File: src/pkg/dcoid_cfg.svh
// Offsets, field positions, reset values and fixed words of the overlay identify block.
`ifndef DCOID_CFG_SVH
`define DCOID_CFG_SVH

// --------------------
// Register byte offsets on the Avalon-MM slave
// --------------------
`define DCOID_OFS_DATA      8'h00
`define DCOID_OFS_FEATURES  8'h04
`define DCOID_OFS_DEVHEAD   8'h08
`define DCOID_OFS_COMMAND   8'h0C
`define DCOID_OFS_STATUS    8'h10
`define DCOID_OFS_DEVCTL    8'h14
`define DCOID_OFS_IRQ_STS   8'h18
`define DCOID_OFS_IRQ_CLR   8'h1C
`define DCOID_OFS_IRQ_EN    8'h20
`define DCOID_OFS_CONFIG    8'h24

// --------------------
// Field positions
// --------------------
`define DCOID_DRV_BIT       4
`define DCOID_SRST_BIT      2
`define DCOID_ST_BSY        7
`define DCOID_ST_DRDY       6
`define DCOID_ST_DRQ        3
`define DCOID_ST_ERR        0
`define DCOID_ER_ABRT       10
`define DCOID_ST_FROZEN     16
`define DCOID_IRQ_DONE      0
`define DCOID_IRQ_DATA      1
`define DCOID_IRQ_W         2

// --------------------
// Command and subcommand codes
// --------------------
`define DCOID_CMD_OVERLAY   8'hB1
`define DCOID_SUB_RESTORE   8'h00
`define DCOID_SUB_FREEZE    8'h01
`define DCOID_SUB_IDENTIFY  8'h02
`define DCOID_SUB_SET       8'h03

// --------------------
// Structure words
// --------------------
`define DCOID_W0_REV        16'h0002
`define DCOID_W1_MWDMA      16'h0007
`define DCOID_W2_UDMA       16'h003F
`define DCOID_W7_FEAT       16'h198F
`define DCOID_W_RSVD        16'h0000
`define DCOID_SIG           8'hA5
`define DCOID_LAST_WORD     8'hFF
`define DCOID_LBA_60        32'h06FC_7C7F
`define DCOID_LBA_40        32'h04A8_52FF
`define DCOID_LBA_30        32'h037E_3E3F
`define DCOID_LBA_20        32'h0254_297F

// --------------------
// Reset values
// --------------------
`define DCOID_RST_BYTE      8'h00
`define DCOID_RST_WORD      32'h0000_0000
`define DCOID_RST_IRQ       2'h0

`endif

File: src/pkg/dcoid_pkg.sv
// Types shared by the overlay identify block.
package dcoid_pkg;

    // Command engine states, Gray coded along idle, execute, transfer.
    typedef enum logic [1:0] {
        DCOID_IDLE = 2'b00,
        DCOID_EXEC = 2'b01,
        DCOID_XFER = 2'b11
    } dcoid_state_t;

    // Task-file parameters captured with a command.
    typedef struct packed {
        logic [7:0] command;
        logic [7:0] features;
        logic [7:0] devhead;
    } dcoid_taskfile_t;

    // Completion state shown in the status register.
    typedef struct packed {
        logic err;
        logic abrt;
    } dcoid_result_t;

endpackage

File: src/design/dcoid_top.sv
// Overlay command engine with task-file registers on an Avalon-MM slave.
`timescale 1ns/1ps
`include "dcoid_cfg.svh"

module dcoid_top #(
    parameter int CAP_SEL = 0
) (
    input  wire logic        clk_sys,
    input  wire logic        rst,
    input  wire logic        por,
    input  wire logic [7:0]  avs_address,
    input  wire logic        avs_read,
    input  wire logic        avs_write,
    input  wire logic [31:0] avs_writedata,
    input  wire logic [3:0]  avs_byteenable,
    output logic      [31:0] avs_readdata,
    output logic             avs_waitrequest,
    output logic             irq
);

    // ------------------------------------------------------------------------
    // Declarations
    // ------------------------------------------------------------------------
    dcoid_pkg::dcoid_state_t    state;
    dcoid_pkg::dcoid_state_t    next_state;
    dcoid_pkg::dcoid_taskfile_t tf;
    dcoid_pkg::dcoid_result_t   result;
    logic                       frozen;
    logic                       drive_pos;
    logic [7:0]                 word_idx;
    logic [7:0]                 next_idx;
    logic [15:0]                rom_word;
    logic [7:0]                 csum_sum;
    logic [7:0]                 csum_byte;
    logic [`DCOID_IRQ_W-1:0]    irq_sts;
    logic [`DCOID_IRQ_W-1:0]    irq_en;
    logic [`DCOID_IRQ_W-1:0]    irq_evt;
    logic [`DCOID_IRQ_W-1:0]    irq_clr;
    logic                       acc_done;
    logic                       wr_lo;
    logic                       cmd_wr;
    logic                       srst_wr;
    logic                       data_pop;
    logic                       xfer_start;
    logic                       ovl_abort;
    logic                       ovl_ok;
    logic                       freeze_ok;
    logic [31:0]                rd_mux;
    logic [31:0]                status_word;

    // ------------------------------------------------------------------------
    // Avalon-MM handshake
    // ------------------------------------------------------------------------
    // Every access waits exactly one cycle: read data are captured in the
    // waiting cycle, and all side effects happen at the completing edge only.
    assign acc_done = (avs_read || avs_write) && !avs_waitrequest;
    assign wr_lo    = acc_done && avs_write && avs_byteenable[0];

    always_ff @(posedge clk_sys or posedge rst) begin
        if (rst) begin
            avs_waitrequest <= 1'b1;
        end else if (acc_done) begin
            avs_waitrequest <= 1'b1;
        end else if (avs_read || avs_write) begin
            avs_waitrequest <= 1'b0;
        end
    end

    // Read data latch; unmapped and write-only offsets read zero.
    always_ff @(posedge clk_sys or posedge rst) begin
        if (rst) begin
            avs_readdata <= `DCOID_RST_WORD;
        end else if (avs_read && avs_waitrequest) begin
            avs_readdata <= rd_mux;
        end
    end

    // ------------------------------------------------------------------------
    // Register decode
    // ------------------------------------------------------------------------
    // Commands issued while busy or transferring are ignored, as is any
    // command addressed to the other drive position.
    assign cmd_wr   = wr_lo && (avs_address == `DCOID_OFS_COMMAND)
                      && (state == dcoid_pkg::DCOID_IDLE)
                      && (tf.devhead[`DCOID_DRV_BIT] == drive_pos);
    assign srst_wr  = wr_lo && (avs_address == `DCOID_OFS_DEVCTL)
                      && avs_writedata[`DCOID_SRST_BIT];
    assign data_pop = acc_done && avs_read && (avs_address == `DCOID_OFS_DATA)
                      && (state == dcoid_pkg::DCOID_XFER);
    assign irq_clr  = (wr_lo && (avs_address == `DCOID_OFS_IRQ_CLR))
                      ? avs_writedata[`DCOID_IRQ_W-1:0] : `DCOID_RST_IRQ;

    // Status word: ATA status in the low byte, error byte above, frozen flag.
    always_comb begin
        status_word                    = `DCOID_RST_WORD;
        status_word[`DCOID_ST_BSY]     = (state == dcoid_pkg::DCOID_EXEC);
        status_word[`DCOID_ST_DRDY]    = 1'b1;
        status_word[`DCOID_ST_DRQ]     = (state == dcoid_pkg::DCOID_XFER);
        status_word[`DCOID_ST_ERR]     = result.err;
        status_word[`DCOID_ER_ABRT]    = result.abrt;
        status_word[`DCOID_ST_FROZEN]  = frozen;
    end

    // Integrity byte completes the 512-byte sum to zero.
    assign csum_byte = 8'(8'h00 - csum_sum - `DCOID_SIG);

    always_comb begin
        case (avs_address)
            `DCOID_OFS_DATA: begin
                if (state != dcoid_pkg::DCOID_XFER) begin
                    rd_mux = `DCOID_RST_WORD;
                end else if (word_idx == `DCOID_LAST_WORD) begin
                    rd_mux = {16'h0000, csum_byte, rom_word[7:0]};
                end else begin
                    rd_mux = {16'h0000, rom_word};
                end
            end
            `DCOID_OFS_FEATURES: rd_mux = {24'h00_0000, tf.features};
            `DCOID_OFS_DEVHEAD:  rd_mux = {24'h00_0000, tf.devhead};
            `DCOID_OFS_COMMAND:  rd_mux = {24'h00_0000, tf.command};
            `DCOID_OFS_STATUS:   rd_mux = status_word;
            `DCOID_OFS_IRQ_STS:  rd_mux = {30'h0000_0000, irq_sts};
            `DCOID_OFS_IRQ_EN:   rd_mux = {30'h0000_0000, irq_en};
            `DCOID_OFS_CONFIG:   rd_mux = {31'h0000_0000, drive_pos};
            default:             rd_mux = `DCOID_RST_WORD;
        endcase
    end

    // ------------------------------------------------------------------------
    // Task-file registers
    // ------------------------------------------------------------------------
    // Parameter registers only load while idle so a running command keeps
    // the subcommand it was started with.
    always_ff @(posedge clk_sys or posedge rst) begin
        if (rst) begin
            tf <= '0;
        end else if (wr_lo && (state == dcoid_pkg::DCOID_IDLE)) begin
            case (avs_address)
                `DCOID_OFS_FEATURES: tf.features <= avs_writedata[7:0];
                `DCOID_OFS_DEVHEAD:  tf.devhead  <= avs_writedata[7:0];
                `DCOID_OFS_COMMAND:  tf.command  <= avs_writedata[7:0];
                default:             tf          <= tf;
            endcase
        end
    end

    // Own drive position, set by software.
    always_ff @(posedge clk_sys or posedge rst) begin
        if (rst) begin
            drive_pos <= 1'b0;
        end else if (wr_lo && (avs_address == `DCOID_OFS_CONFIG)) begin
            drive_pos <= avs_writedata[0];
        end
    end

    // ------------------------------------------------------------------------
    // Subcommand decode
    // ------------------------------------------------------------------------
    // Set has no data-out path in this block and is refused; restore has no
    // reduced overlay to undo and completes without effect.
    always_comb begin
        ovl_abort  = 1'b0;
        ovl_ok     = 1'b0;
        freeze_ok  = 1'b0;
        xfer_start = 1'b0;
        if (state == dcoid_pkg::DCOID_EXEC) begin
            if ((tf.command != `DCOID_CMD_OVERLAY) || frozen) begin
                ovl_abort = 1'b1;
            end else begin
                case (tf.features)
                    `DCOID_SUB_RESTORE:  ovl_ok     = 1'b1;
                    `DCOID_SUB_FREEZE: begin
                        ovl_ok    = 1'b1;
                        freeze_ok = 1'b1;
                    end
                    `DCOID_SUB_IDENTIFY: xfer_start = 1'b1;
                    default:             ovl_abort  = 1'b1;
                endcase
            end
        end
    end

    // ------------------------------------------------------------------------
    // Command engine
    // ------------------------------------------------------------------------
    always_comb begin
        next_state = state;
        case (state)
            dcoid_pkg::DCOID_IDLE: begin
                if (cmd_wr) begin
                    next_state = dcoid_pkg::DCOID_EXEC;
                end
            end
            dcoid_pkg::DCOID_EXEC: begin
                if (xfer_start) begin
                    next_state = dcoid_pkg::DCOID_XFER;
                end else begin
                    next_state = dcoid_pkg::DCOID_IDLE;
                end
            end
            dcoid_pkg::DCOID_XFER: begin
                if (data_pop && (word_idx == `DCOID_LAST_WORD)) begin
                    next_state = dcoid_pkg::DCOID_IDLE;
                end
            end
            default: next_state = dcoid_pkg::DCOID_IDLE;
        endcase
    end

    // Software reset drops any command in flight.
    always_ff @(posedge clk_sys or posedge rst) begin
        if (rst) begin
            state <= dcoid_pkg::DCOID_IDLE;
        end else if (srst_wr) begin
            state <= dcoid_pkg::DCOID_IDLE;
        end else begin
            state <= next_state;
        end
    end

    // Completion result; an abort moves no data and flags both bits.
    always_ff @(posedge clk_sys or posedge rst) begin
        if (rst) begin
            result <= '0;
        end else if (srst_wr || cmd_wr) begin
            result <= '0;
        end else if (ovl_abort) begin
            result <= '{err: 1'b1, abrt: 1'b1};
        end
    end

    // ------------------------------------------------------------------------
    // Frozen state
    // ------------------------------------------------------------------------
    // Cleared by power-on reset alone; rst and software reset never touch it,
    // so a lock survives every reset short of a power cycle.
    always_ff @(posedge clk_sys or posedge por) begin
        if (por) begin
            frozen <= 1'b0;
        end else if (freeze_ok) begin
            frozen <= 1'b1;
        end
    end

    // ------------------------------------------------------------------------
    // Structure transfer
    // ------------------------------------------------------------------------
    // The generator is addressed with the next index so that its registered
    // output is ready before the master can issue the following read.
    always_comb begin
        if (xfer_start) begin
            next_idx = 8'h00;
        end else if (data_pop) begin
            next_idx = 8'(word_idx + 8'h01);
        end else begin
            next_idx = word_idx;
        end
    end

    always_ff @(posedge clk_sys or posedge rst) begin
        if (rst) begin
            word_idx <= 8'h00;
        end else begin
            word_idx <= next_idx;
        end
    end

    dcoid_word_rom #(
        .CAP_SEL (CAP_SEL)
    ) u_rom (
        .clk_sys (clk_sys),
        .rst     (rst),
        .addr    (next_idx),
        .word_q  (rom_word)
    );

    // Words 0 to 254 are summed as they leave; word 255 is never added.
    dcoid_csum u_csum (
        .clk_sys (clk_sys),
        .rst     (rst),
        .clear   (xfer_start),
        .add     (data_pop && (word_idx != `DCOID_LAST_WORD)),
        .word    (rom_word),
        .sum     (csum_sum)
    );

    // ------------------------------------------------------------------------
    // Interrupts
    // ------------------------------------------------------------------------
    // Completion fires for non-data ends and aborts; data ready fires when the
    // identify block becomes available.
    assign irq_evt[`DCOID_IRQ_DONE] = ovl_ok || ovl_abort;
    assign irq_evt[`DCOID_IRQ_DATA] = xfer_start;

    // A new event in the clearing cycle wins, so no event is lost.
    always_ff @(posedge clk_sys or posedge rst) begin
        if (rst) begin
            irq_sts <= `DCOID_RST_IRQ;
        end else begin
            irq_sts <= (irq_sts & ~irq_clr) | irq_evt;
        end
    end

    always_ff @(posedge clk_sys or posedge rst) begin
        if (rst) begin
            irq_en <= `DCOID_RST_IRQ;
        end else if (wr_lo && (avs_address == `DCOID_OFS_IRQ_EN)) begin
            irq_en <= avs_writedata[`DCOID_IRQ_W-1:0];
        end
    end

    // Registered level output, one cycle behind the status bits.
    always_ff @(posedge clk_sys or posedge rst) begin
        if (rst) begin
            irq <= 1'b0;
        end else begin
            irq <= |(irq_sts & irq_en);
        end
    end

endmodule // dcoid_top

File: src/design/dcoid_word_rom.sv
// Word generator of the 256-word overlay capability structure, registered read.
`timescale 1ns/1ps
`include "dcoid_cfg.svh"

module dcoid_word_rom #(
    parameter int CAP_SEL = 0
) (
    input  wire logic        clk_sys,
    input  wire logic        rst,
    input  wire logic [7:0]  addr,
    output logic      [15:0] word_q
);

    // ------------------------------------------------------------------------
    // Capacity dependent factory maximum address
    // ------------------------------------------------------------------------
    logic [31:0] max_lba;
    logic [15:0] next_word;

    // Four capacity variants; the choice is fixed at build time.
    always_comb begin
        case (CAP_SEL)
            1:       max_lba = `DCOID_LBA_40;
            2:       max_lba = `DCOID_LBA_30;
            3:       max_lba = `DCOID_LBA_20;
            default: max_lba = `DCOID_LBA_60;
        endcase
    end

    // ------------------------------------------------------------------------
    // Word selection
    // ------------------------------------------------------------------------
    // Word 255 carries only the signature here; the checksum byte is merged by
    // the caller since it depends on the words actually delivered.
    always_comb begin
        case (addr)
            8'h00:   next_word = `DCOID_W0_REV;
            8'h01:   next_word = `DCOID_W1_MWDMA;
            8'h02:   next_word = `DCOID_W2_UDMA;
            8'h03:   next_word = max_lba[15:0];
            8'h04:   next_word = max_lba[31:16];
            8'h05:   next_word = `DCOID_W_RSVD;
            8'h06:   next_word = `DCOID_W_RSVD;
            8'h07:   next_word = `DCOID_W7_FEAT;
            8'hFF:   next_word = {8'h00, `DCOID_SIG};
            default: next_word = `DCOID_W_RSVD;
        endcase
    end

    // Registered read data keeps the output path short.
    always_ff @(posedge clk_sys or posedge rst) begin
        if (rst) begin
            word_q <= 16'h0000;
        end else begin
            word_q <= next_word;
        end
    end

endmodule // dcoid_word_rom

File: src/design/dcoid_csum.sv
// Modulo-256 byte accumulator for the integrity word checksum.
`timescale 1ns/1ps
`include "dcoid_cfg.svh"

module dcoid_csum (
    input  wire logic        clk_sys,
    input  wire logic        rst,
    input  wire logic        clear,
    input  wire logic        add,
    input  wire logic [15:0] word,
    output logic      [7:0]  sum
);

    // Both bytes are added unsigned and the carry out is dropped.
    always_ff @(posedge clk_sys or posedge rst) begin
        if (rst) begin
            sum <= `DCOID_RST_BYTE;
        end else if (clear) begin
            sum <= `DCOID_RST_BYTE;
        end else if (add) begin
            sum <= 8'(sum + word[7:0] + word[15:8]);
        end
    end

endmodule // dcoid_csum

File: config.mk
export PLATFORM = sky130hd
export DESIGN_NAME = dcoid_top
export DESIGN_NICKNAME = d
export VERILOG_FILES = /design/src/pkg/dcoid_pkg.sv /design/src/design/dcoid_top.sv /design/src/design/dcoid_word_rom.sv /design/src/design/dcoid_csum.sv
export VERILOG_INCLUDE_DIRS = /design/src /design/src/pkg
export SDC_FILE = /design/constraint.sdc
export NUM_CORES = 1
export LEC_CHECK = 0
export BUFFER_PORTS_ARGS = -buffer_cell sky130_fd_sc_hd__buf_2
export CAP_MARGIN = 40
export CORE_MARGIN = 5
export CORE_UTILIZATION = 60
export CTS_CLUSTER_SIZE = 25
export DETAILED_ROUTE_END_ITERATION = 12
export PLACE_DENSITY = 0.85
export SETUP_SLACK_MARGIN = 0.15
export SLEW_MARGIN = 20
export SYNTH_ARGS = -nofsm -noshare
export SYNTH_HDL_FRONTEND = slang
export SYNTH_HIERARCHICAL = 1
export SYNTH_SLANG_ARGS = --single-unit
File: constraint.sdc
create_clock -name clk_sys -period 5.15 [get_ports clk_sys]
set_input_delay 0.515 -clock clk_sys [delete_from_list [all_inputs] [get_ports clk_sys]]
set_output_delay 0.515 -clock clk_sys [all_outputs]
set_load 0.1 [all_outputs]
# [Yosys cells after proc, flatten, opt, wreduce, memory -nomap -nowiden]
# Cells that the tools add are included.
[classes] add_sub_neg=5 n_eq_ne=26 n_mux=30 n_bitwise=4 reduce_logical=37
[op_table] op="$pmux 32 s8" n=1
[op_table] op="$pmux 15 s7" n=1
[op_table] op="$eq 8x5->1 const B" n=4
[op_table] op="$mux 16" n=2
[op_table] op="$mux 8" n=4
[op_table] op="$eq 8x2->1 const B" n=3
[op_table] op="$eq 8x3->1 const B" n=3
[op_table] op="$logic_not 8->1" n=3
[op_table] op="$logic_and 1x1->1" n=18
[op_table] op="$eq 8x1->1 const B" n=2
[op_table] op="$eq 8x4->1 const B" n=2
[op_table] op="$eq 8x6->1 const B" n=2
[op_table] op="$eq 8x8->1 const B" n=2
[op_table] op="$ne 8x8->1 const B" n=2
[op_table] op="$mux 1" n=14
[op_table] op="$mux 2" n=7
[op_table] op="$add 8x1->8 const B" n=1
[op_table] op="$add 8x7->8" n=1
[op_table] op="$add 8x8->8" n=1
[op_table] op="$reduce_and 2->1" n=4
[op_table] op="$sub 1x8->8 const A" n=1
[op_table] op="$sub 8x8->8 const B" n=1
[op_table] op="$pmux 2 s3" n=1
[op_table] op="$reduce_bool 2->1" n=3
[op_table] op="14 further kinds" n=19
[totals] ff_bits=99 input_bits=49 out_inout_bits=34 word_cells=118

# [Depth between registers and ports, before layout]
# Gate-level depths: netlist of the first run.
[depth] depth_word=10 mapped_depth=11 depth_no_buf=9

# [Modules after synthesis]
# The synthesis of the first run kept the hierarchy.
[by_module_without_submodules] mod="dcoid_top" instances=1 cells_per_inst=310 area_each_um2=3249.4 seq_area_each_um2=1502.7
[by_module_without_submodules] mod="dcoid_csum" instances=1 cells_per_inst=68 area_each_um2=729.4 seq_area_each_um2=200.2
[by_module_without_submodules] mod="dcoid_word_rom" instances=1 cells_per_inst=51 area_each_um2=516.7 seq_area_each_um2=300.3

# [Worst setup path after synthesis of the first run]
# No wires, ideal clock.
[synth_timing] path_kind="in2reg" start="input avs_address[4]" end="register u_rom.word_q[5]" setup_time_ns=0.065 arrival_time_ns=2.663 required_ns=5.085 setup_slack_ns=2.423 path_stages=11 path_cell_list="buf_4 -> nor4_4 -> and4_1 -> buf_2 -> nand4_1 -> xor2_1 -> nor2_1 -> or3_1 -> or3_4 -> o22ai_2 -> a21o_1"
[synth_via] elab_chain_len=7
[synth_rtl] element="start, declared" line_no="dcoid_top.sv:11" text="input wire logic [7:0] avs_address,"
[synth_rtl] element="$logic_not 8->1 (*)"
[synth_rtl] element="$logic_and 1x1->1 (*) (2 in a row)" line_no="dcoid_top.sv:88" text="assign data_pop = acc_done && avs_read && (avs_address == `DCOID_OFS_DATA)"
[synth_rtl] element="$mux 8 (*)" line_no="dcoid_top.sv:253" text="end else if (data_pop) begin"
[synth_rtl] element="$mux 8 (*)" line_no="dcoid_top.sv:251" text="if (xfer_start) begin"
[synth_rtl] element="via next_idx[4]" line_no="dcoid_top.sv:31" text="logic [7:0] next_idx;"
[synth_rtl] element="$eq 8x8->1, or another cell as far along" line_no="dcoid_word_rom.sv:36" text="case (addr)"
[synth_rtl] element="$pmux 15 s7 (*)" line_no="dcoid_word_rom.sv:36"
[synth_rtl] element="via u_rom.next_word[5]" line_no="dcoid_word_rom.sv:18" text="logic [15:0] next_word;"
[synth_rtl] element="end signal, assigned" line_no="dcoid_word_rom.sv:55" text="word_q <= next_word;"
[synth_rtl] element="end, declared" line_no="dcoid_word_rom.sv:11" text="output logic [15:0] word_q"
# Mark *: on every way through the listed nets, which the timed path passes. The rest lies on a longest branch.
# A chain may end at the register's enable or synchronous reset.

# [Worst setup path after layout of the first run]
[layout_timing] start="register tf[17] (netlist name)" end="register u_rom.word_q[7]"
[layout_via] elab_chain_len=7
[layout_rtl] element="start, declared" line_no="dcoid_top.sv:26" text="dcoid_pkg::dcoid_taskfile_t tf;"
[layout_rtl] element="start signal, assigned" line_no="dcoid_top.sv:142" text="default: tf <= tf;"
[layout_rtl] element="$ne 8x8->1 (no source line) (*)"
[layout_rtl] element="$logic_or 1x1->1 (*)" line_no="dcoid_top.sv:167" text="if ((tf.command != `DCOID_CMD_OVERLAY) || frozen) begin"
[layout_rtl] element="$mux 1 (*)" line_no="dcoid_top.sv:167"
[layout_rtl] element="$mux 1 (*)" line_no="dcoid_top.sv:166" text="if (state == dcoid_pkg::DCOID_EXEC) begin"
[layout_rtl] element="$mux 8 (*)" line_no="dcoid_top.sv:251"
[layout_rtl] element="via next_idx[4]" line_no="dcoid_top.sv:31"
[layout_rtl] element="$eq 8x8->1, or another cell as far along" line_no="dcoid_word_rom.sv:36"
[layout_rtl] element="$pmux 15 s7 (*)" line_no="dcoid_word_rom.sv:36"
[layout_rtl] element="via u_rom.next_word[7]" line_no="dcoid_word_rom.sv:18"
# Marked as above.

==> results of run 1 <==
## power by group
group | total (mW) | switching (mW) | internal, mW
clock | 0.514 | 0.228 | 0.286
combinational | 0.168 | 0.139 | 0.0294
sequential | 0.654 | 0.0131 | 0.641
## Yosys cell counts, types with 3 or more instances
master	number	area share (%)
xor2_1	5	0.97
a21oi_1	24	2.7
nand2_1	40	3.3
buf_2	5	0.56
mux2i_1	6	1.3
a221o_1	4	0.89
buf_4	22	3.7
nand3b_1	4	0.67
nor2b_1	6	0.84
a21o_1	4	0.67
or3_1	3	0.42
xnor2_1	11	2.1
and3_1	5	0.70
o21ai_0	13	1.4
clkbuf_1	5	0.42
o31ai_1	3	0.50
and4_1	4	0.78
inv_1	10	0.84
ha_1	8	2.2
a22oi_1	6	1.0
a22o_1	7	1.4
dfrtp_1	79	44
nand4_1	6	0.84
nor3_1	10	1.1
and2_1	5	0.70
fa_1	8	3.6
nor4b_1	5	0.97
mux2_2	30	7.5
nand3_1	9	1.0
nor2_1	34	2.8
## area by class of cell
type / count / area share (%)
Clock buffer: 11 / 2.86
Clock inverter: 5 / 1.62
Inverter: 11 / 0.836
Multi-Input combinational cell: 319 / 46.5
Sequential cell: 80 / 40.6
Tap cell: 99 / 2.51
Timing Repair Buffer: 45 / 5.12
## logic make-up after synthesis
group / share of synthesized area, %
other: 0.167
XOR/XNOR: 3.12
multiplexers: 9.18
buffers and inverters: 5.65
adder cells (fa/ha/maj): 6.01
flip-flops: 44.6
AND/OR/NAND/NOR: 18.7
AO/OA/AOI/OAI: 12.6
## layer usage
metal | vias to the layer above | GRT usage (%) | share of wire [%]
li1 | 1589 | - | -
met1 | 1754 | 33.0 | 44
met2 | 163 | 38.9 | 47
met3 | 25 | 5.73 | 7.3
met4 | 0 | 9.81 | 2.3
met5 | - | 0 | 0
## path summary, 6_finish.rpt
| path | endpoint | cells past startpoint |
|---|---|---|
| max | u_rom/word_q[7] | 9 |
| min | u_csum/sum[4] | 2 |
| max reg2reg | u_rom/word_q[7] | 9 |
| min reg2reg | avs_readdata[0] | 2 |
| max in group asynchronous | avs_waitrequest | 4 |
| min in group clk_sys | tf[21] | 2 |
## critical path: cells and delay by family (launching register included)
family | cells | cell delay [ps]
simple gates | 7 | 2010
flops | 1 | 410
buf+inv | 1 | 280
compound gates | 1 | 180
## sequential cells by signal, summed over array words and instances, names as in the netlist
| signal | count |
|---|---|
| result | 1 |
| u_csum/sum | 8 |
| avs_waitrequest | 1 |
| irq_en | 2 |
| word_idx | 8 |
| avs_readdata | 17 |
| irq | 1 |
| irq_sts | 2 |
| state | 2 |
| drive_pos | 1 |
| frozen | 1 |
| u_rom/word_q | 12 |
| tf | 24 |
## through the flow
| stage | setup slack (ps) | area [um^2] |
|---|---|---|
| floorplan | 2420 | 4550 |
| global placement | 2010 | 4680 |
| detailed placement | 1950 | 4680 |
| CTS | 2210 | 4910 |
| global route | 2030 | 4940 |
| finish | 2170 | 4940 |
==> metrics.txt, run 1 <==
outcome=finished, final reports clean; largest net degree at the start of global routing=60; share of cells above drive strength 1=22.7%; chip height=96.6 um; fin crit share=57.9%; Peak Freq=0.336 GHz; TritonRoute pass-1 iters=5; RSZ-0062 raised after global routing=false; Antenna Diode Count=0; # setup viols final=0; global-route wire length before repair=17300 um; synthesis warning total=6; fin util=67.7%; die width=96.6 um; Longest Clk Path Bufs=2; GRT Total Usage=24.6%; core area=0.00729 mm^2; antenna violations before repair=0; die footprint=0.00932 mm^2; CTS buffer count=9; cts repair resizes=0; Initial Util=61.7%; reg2reg setup slack=2170 ps; final hold violations=0; most common cell after layout, fill and taps aside=dfrtp_1; count of placed standard cells including taps=551; nets=531; Slew Viols, Final=0; crit-path max cell delay=410 ps; minimum clock period=2980 ps; worst endpoint required time=5420 ps; Mapped Cells=429; Initial DRC Count=244; post-synthesis cell area=0.00450 mm^2; power per standard cell area=271 mW/mm^2; GPL Wtd Cong=0.943; Worst EP arrival=3250 ps; site row count=31; fillers=551; Buffers on Ports=40; Ports=83; max-cap violations=0; Seq/Total Area, Yosys=44.6%; Via Count=3531; CTS tree=yes; vias in the first global route=3483; Setup CP Type=flip-flop to flip-flop; post-CTS setup buffer count=0; VDD IR max=0.000150 V; worst min path class=input pin to asynchronous set/reset pin; area of the multi-input gates=0.00230 mm^2; worst-case clock skew=9.86 ps; Tot Pwr=1.34 mW; H-tree depth=3; crit start category=flip-flop; peak fanout along the critical path=20; synthesis-to-layout area growth=9.85%; syn avg cell area=10.5 um^2; clock sink count=80; Clk pin slew, worst setup/hold paths=90 ps; crit path capture type=flip-flop; worst reg2reg path startpoint=tf[17]; root buffer cell=clkbuf_8; P_leak=2.35 nW; Main synth FF type=dfrtp_1; DPL Wire Length=7560 um; DRC=0; Slew @ Worst Pin=731 ps; wire per inst=18.5 um; TNS Setup=0 ps; relative slew slack=51.1%; Post-synth EDFFs=0; Reg area=0.00200 mm^2; Cell Count, Final, Fillers Out=570; synthesized flop and latch total=80; routed wire length=10600 um; CP max-delay cell=dfrtp_1; hold_buf cts=1; Distinct cells, synth=65; CP startpoint=tf[17]; Post-synth ARST share=100%; most frequent cells in the layout=dfrtp_1, nand2_1, buf_2, nor2_1, mux2_2; post-route ant nets=0; grt ovf=0; Vias/cell=6.19; worst-skew pair later-pin latency=350 ps; CP cell instances=nor4b_1 > nand4_1 > nor3_2 > buf_4 > nor2_1 > or3_1 > nor3_1 > nand2_1 > a21oi_1; final hold slack=141 ps
No activity file was read; power rests on OpenSTA's default activity.
==> run 2: changes to the inputs <==
--- a/config.mk
+++ b/config.mk
@@ -6,13 +6,14 @@
 export SDC_FILE = /design/constraint.sdc
 export NUM_CORES = 1
 export LEC_CHECK = 0
+export ABC_AREA = 1
 export BUFFER_PORTS_ARGS = -buffer_cell sky130_fd_sc_hd__buf_2
 export CAP_MARGIN = 40
 export CORE_MARGIN = 5
-export CORE_UTILIZATION = 60
+export CORE_UTILIZATION = 51
 export CTS_CLUSTER_SIZE = 25
 export DETAILED_ROUTE_END_ITERATION = 12
-export PLACE_DENSITY = 0.85
+export PLACE_DENSITY = 0.76
 export SETUP_SLACK_MARGIN = 0.15
 export SLEW_MARGIN = 20
 export SYNTH_ARGS = -nofsm -noshare
==> constraint.sdc (replaced) <==
create_clock -name clk_sys -period 2.5 [get_ports clk_sys]
set_input_delay 0.25 -clock clk_sys [delete_from_list [all_inputs] [get_ports clk_sys]]
set_output_delay 0.25 -clock clk_sys [all_outputs]
set_load 0.1 [all_outputs]
==> metrics.txt, run 2 <==
Antenna Diode Count=0; Vias/cell=5.03; Slew Viols, Final=0; Setup CP Type=flip-flop to flip-flop; count of placed standard cells including taps=807; Worst EP arrival=2400 ps; Post-synth EDFFs=0; grt ovf=0; wire per inst=13.2 um; worst endpoint required time=2730 ps; Longest Clk Path Bufs=2; DPL Wire Length=8400 um; fillers=833; Initial DRC Count=286; minimum clock period=2170 ps; H-tree depth=3; most area-consuming cells after synthesis=dfrtp_1, nand2_1, inv_1; leading cell types by count after synthesis=nand2_1, dfrtp_1, inv_1, nand3_1, nor2_1; clock sink count=80; vias in the first global route=3929; share of cells above drive strength 1=15.5%; Distinct cells, synth=39; CTS buffer count=9; Main synth FF type=dfrtp_1; core area=0.00924 mm^2; Buffers on Ports=40; antenna violations before repair=0; largest net degree at the start of global routing=33; final hold violations=0; Clk pin slew, worst setup/hold paths=80 ps; # setup viols final=0; crit start category=flip-flop; Ports=83; synthesis-to-layout area growth=10.3%; TNS Setup=0 ps; placed instance area=0.00513 mm^2; DRC=0; Initial Util=52.5%; Tot Pwr=2.61 mW; nets=756; fin util=57.9%; Seq/Total Area, Yosys=41.3%; routed wire length=10900 um; share of the synthesized area in the top cell type=40.8%; fin crit share=86.9%; Via Count=4151; root buffer cell=clkbuf_8; most common cell after layout, fill and taps aside=nand2_1; GRT Total Usage=19.9%; GPL Wtd Cong=0.916; TritonRoute pass-1 iters=5; Peak Freq=0.460 GHz; synthesis warning total=6; max-cap violations=0; most frequent cells in the layout=nand2_1, dfrtp_1, inv_1, nand3_1, nor2_1; top-count cell post-synth=nand2_1; Synth area leader=dfrtp_1; Mapped Cells=644; post-synthesis cell area=0.00485 mm^2; crit path capture type=flip-flop; P_leak=2.89 nW; top flop regs=tf: 24 flops, avs_readdata: 17 flops, u_rom/word_q: 12 flops; worst-case clock skew=10.7 ps; VDD IR max=0.000297 V; synthesized flop and latch total=80; Final Cell Area=0.00535 mm^2; relative slew slack=57.8%; peak fanout along the critical path=11; worst-skew pair later-pin latency=360 ps; CTS tree=yes; Slew @ Worst Pin=632 ps; max FFs per register=24; outcome=finished, final reports clean; chip height=107 um; global-route wire length before repair=18400 um; Reg with most FFs=tf; RSZ-0062 raised after global routing=true; die footprint=0.0116 mm^2; Cell Count, Final, Fillers Out=825; worst min path class=input pin to flip-flop; power per standard cell area=488 mW/mm^2; syn avg cell area=7.53 um^2; site row count=35; post-route ant nets=0; die width=107 um; Post-synth ARST share=100%
==> run 2: cell types whose count changed in the layout (fill, tap and decap cells not counted), sizes merged, moves of 12 or more <==
cell | before | now
o21ai | 15 | 41
inv | 11 | 80
nor2 | 34 | 63
nand2 | 42 | 222
mux2 | 31 | 0
a21oi | 25 | 13
nand3 | 9 | 55
==> run 2: report_power, final <==
part / switching [mW] / internal (mW) / total [mW] / leakage [nW]
registers: 0.0176 / 1.32 / 1.34 / 1.09
logic: 0.331 / 0.0708 / 0.402 / 1.71
clock network: 0.483 / 0.385 / 0.868 / 0.0813
==> run 2: logic make-up after synthesis <==
logic type	count (synthesis)	share of synthesized area, %
AND/OR/NAND/NOR	361	33.5
other	2	0.155
AO/OA/AOI/OAI	61	6.74
buffers and inverters	112	10.7
flip-flops	80	41.3
adder cells (fa/ha/maj)	16	5.37
XOR/XNOR	12	2.17
==> run 2: per-stage QoR <==
stage	hold WS [ps]	setup WS, ps
after detailed placement	95.7	289
after global placement	95.7	353
after CTS	156	279
final	166	327
after floorplan	-21.3	277
after global routing	169	147
==> run 2: cell type report <==
class / instances / area, um^2 / area share (%)
sequential: 80 / 2000 / 37.5
inverter: 84 / 329 / 6.15
tap: 129 / 161 / 3.02
timing repair buffer: 50 / 293 / 5.48
multi-input combinational: 466 / 2390 / 44.6
clock inverter: 5 / 32.5 / 0.608
clock buffer: 11 / 141 / 2.64
==> run 2: final timing paths <==
check                                  from          endpoint  slack (ps)  depth (start not counted)
setup / recovery                     tf[15]   u_rom/word_q[0]         330                         13
hold / removal                    avs_write   avs_waitrequest         170                          3
setup reg to reg                     tf[15]   u_rom/word_q[0]         330                         13
hold reg to reg            avs_readdata[12]  avs_readdata[12]         480                          2
max in group asynchronous               rst       word_idx[5]        1380                          4
min in group asynchronous               por            frozen         270                          3
==> run 2: worst max-delay path: stages, from the launching register on <==
cell and delay (ps):
dfrtp_1 390, inv_1 50, nand2_1 50, nor2_1 60, nand3_1 90, inv_1 70, nand3_1 210, clkinv_4 180
a21oi_1 370, nor2_1 150, nand2_1 110, nor2_1 60, nor2_1 140, nand3_1 100
==> run 2: timing repair <==
action                                  in CTS  in global routing
endpoints found under the setup margin       0                 11
buffers inserted                             0                  0
gates resized for setup                      0                  6
endpoints found under the hold margin       21                  0
hold buffers                                 2                  0
==> run 2: layer usage <==
metal | up-vias | share of wire, % | global-route usage [%]
met5 | - | 0 | 0
met4 | 0 | 1.6 | 6.58
met3 | 17 | 6.6 | 3.36
met2 | 117 | 46 | 32.6
met1 | 1934 | 46 | 26.7
li1 | 2083 | - | -
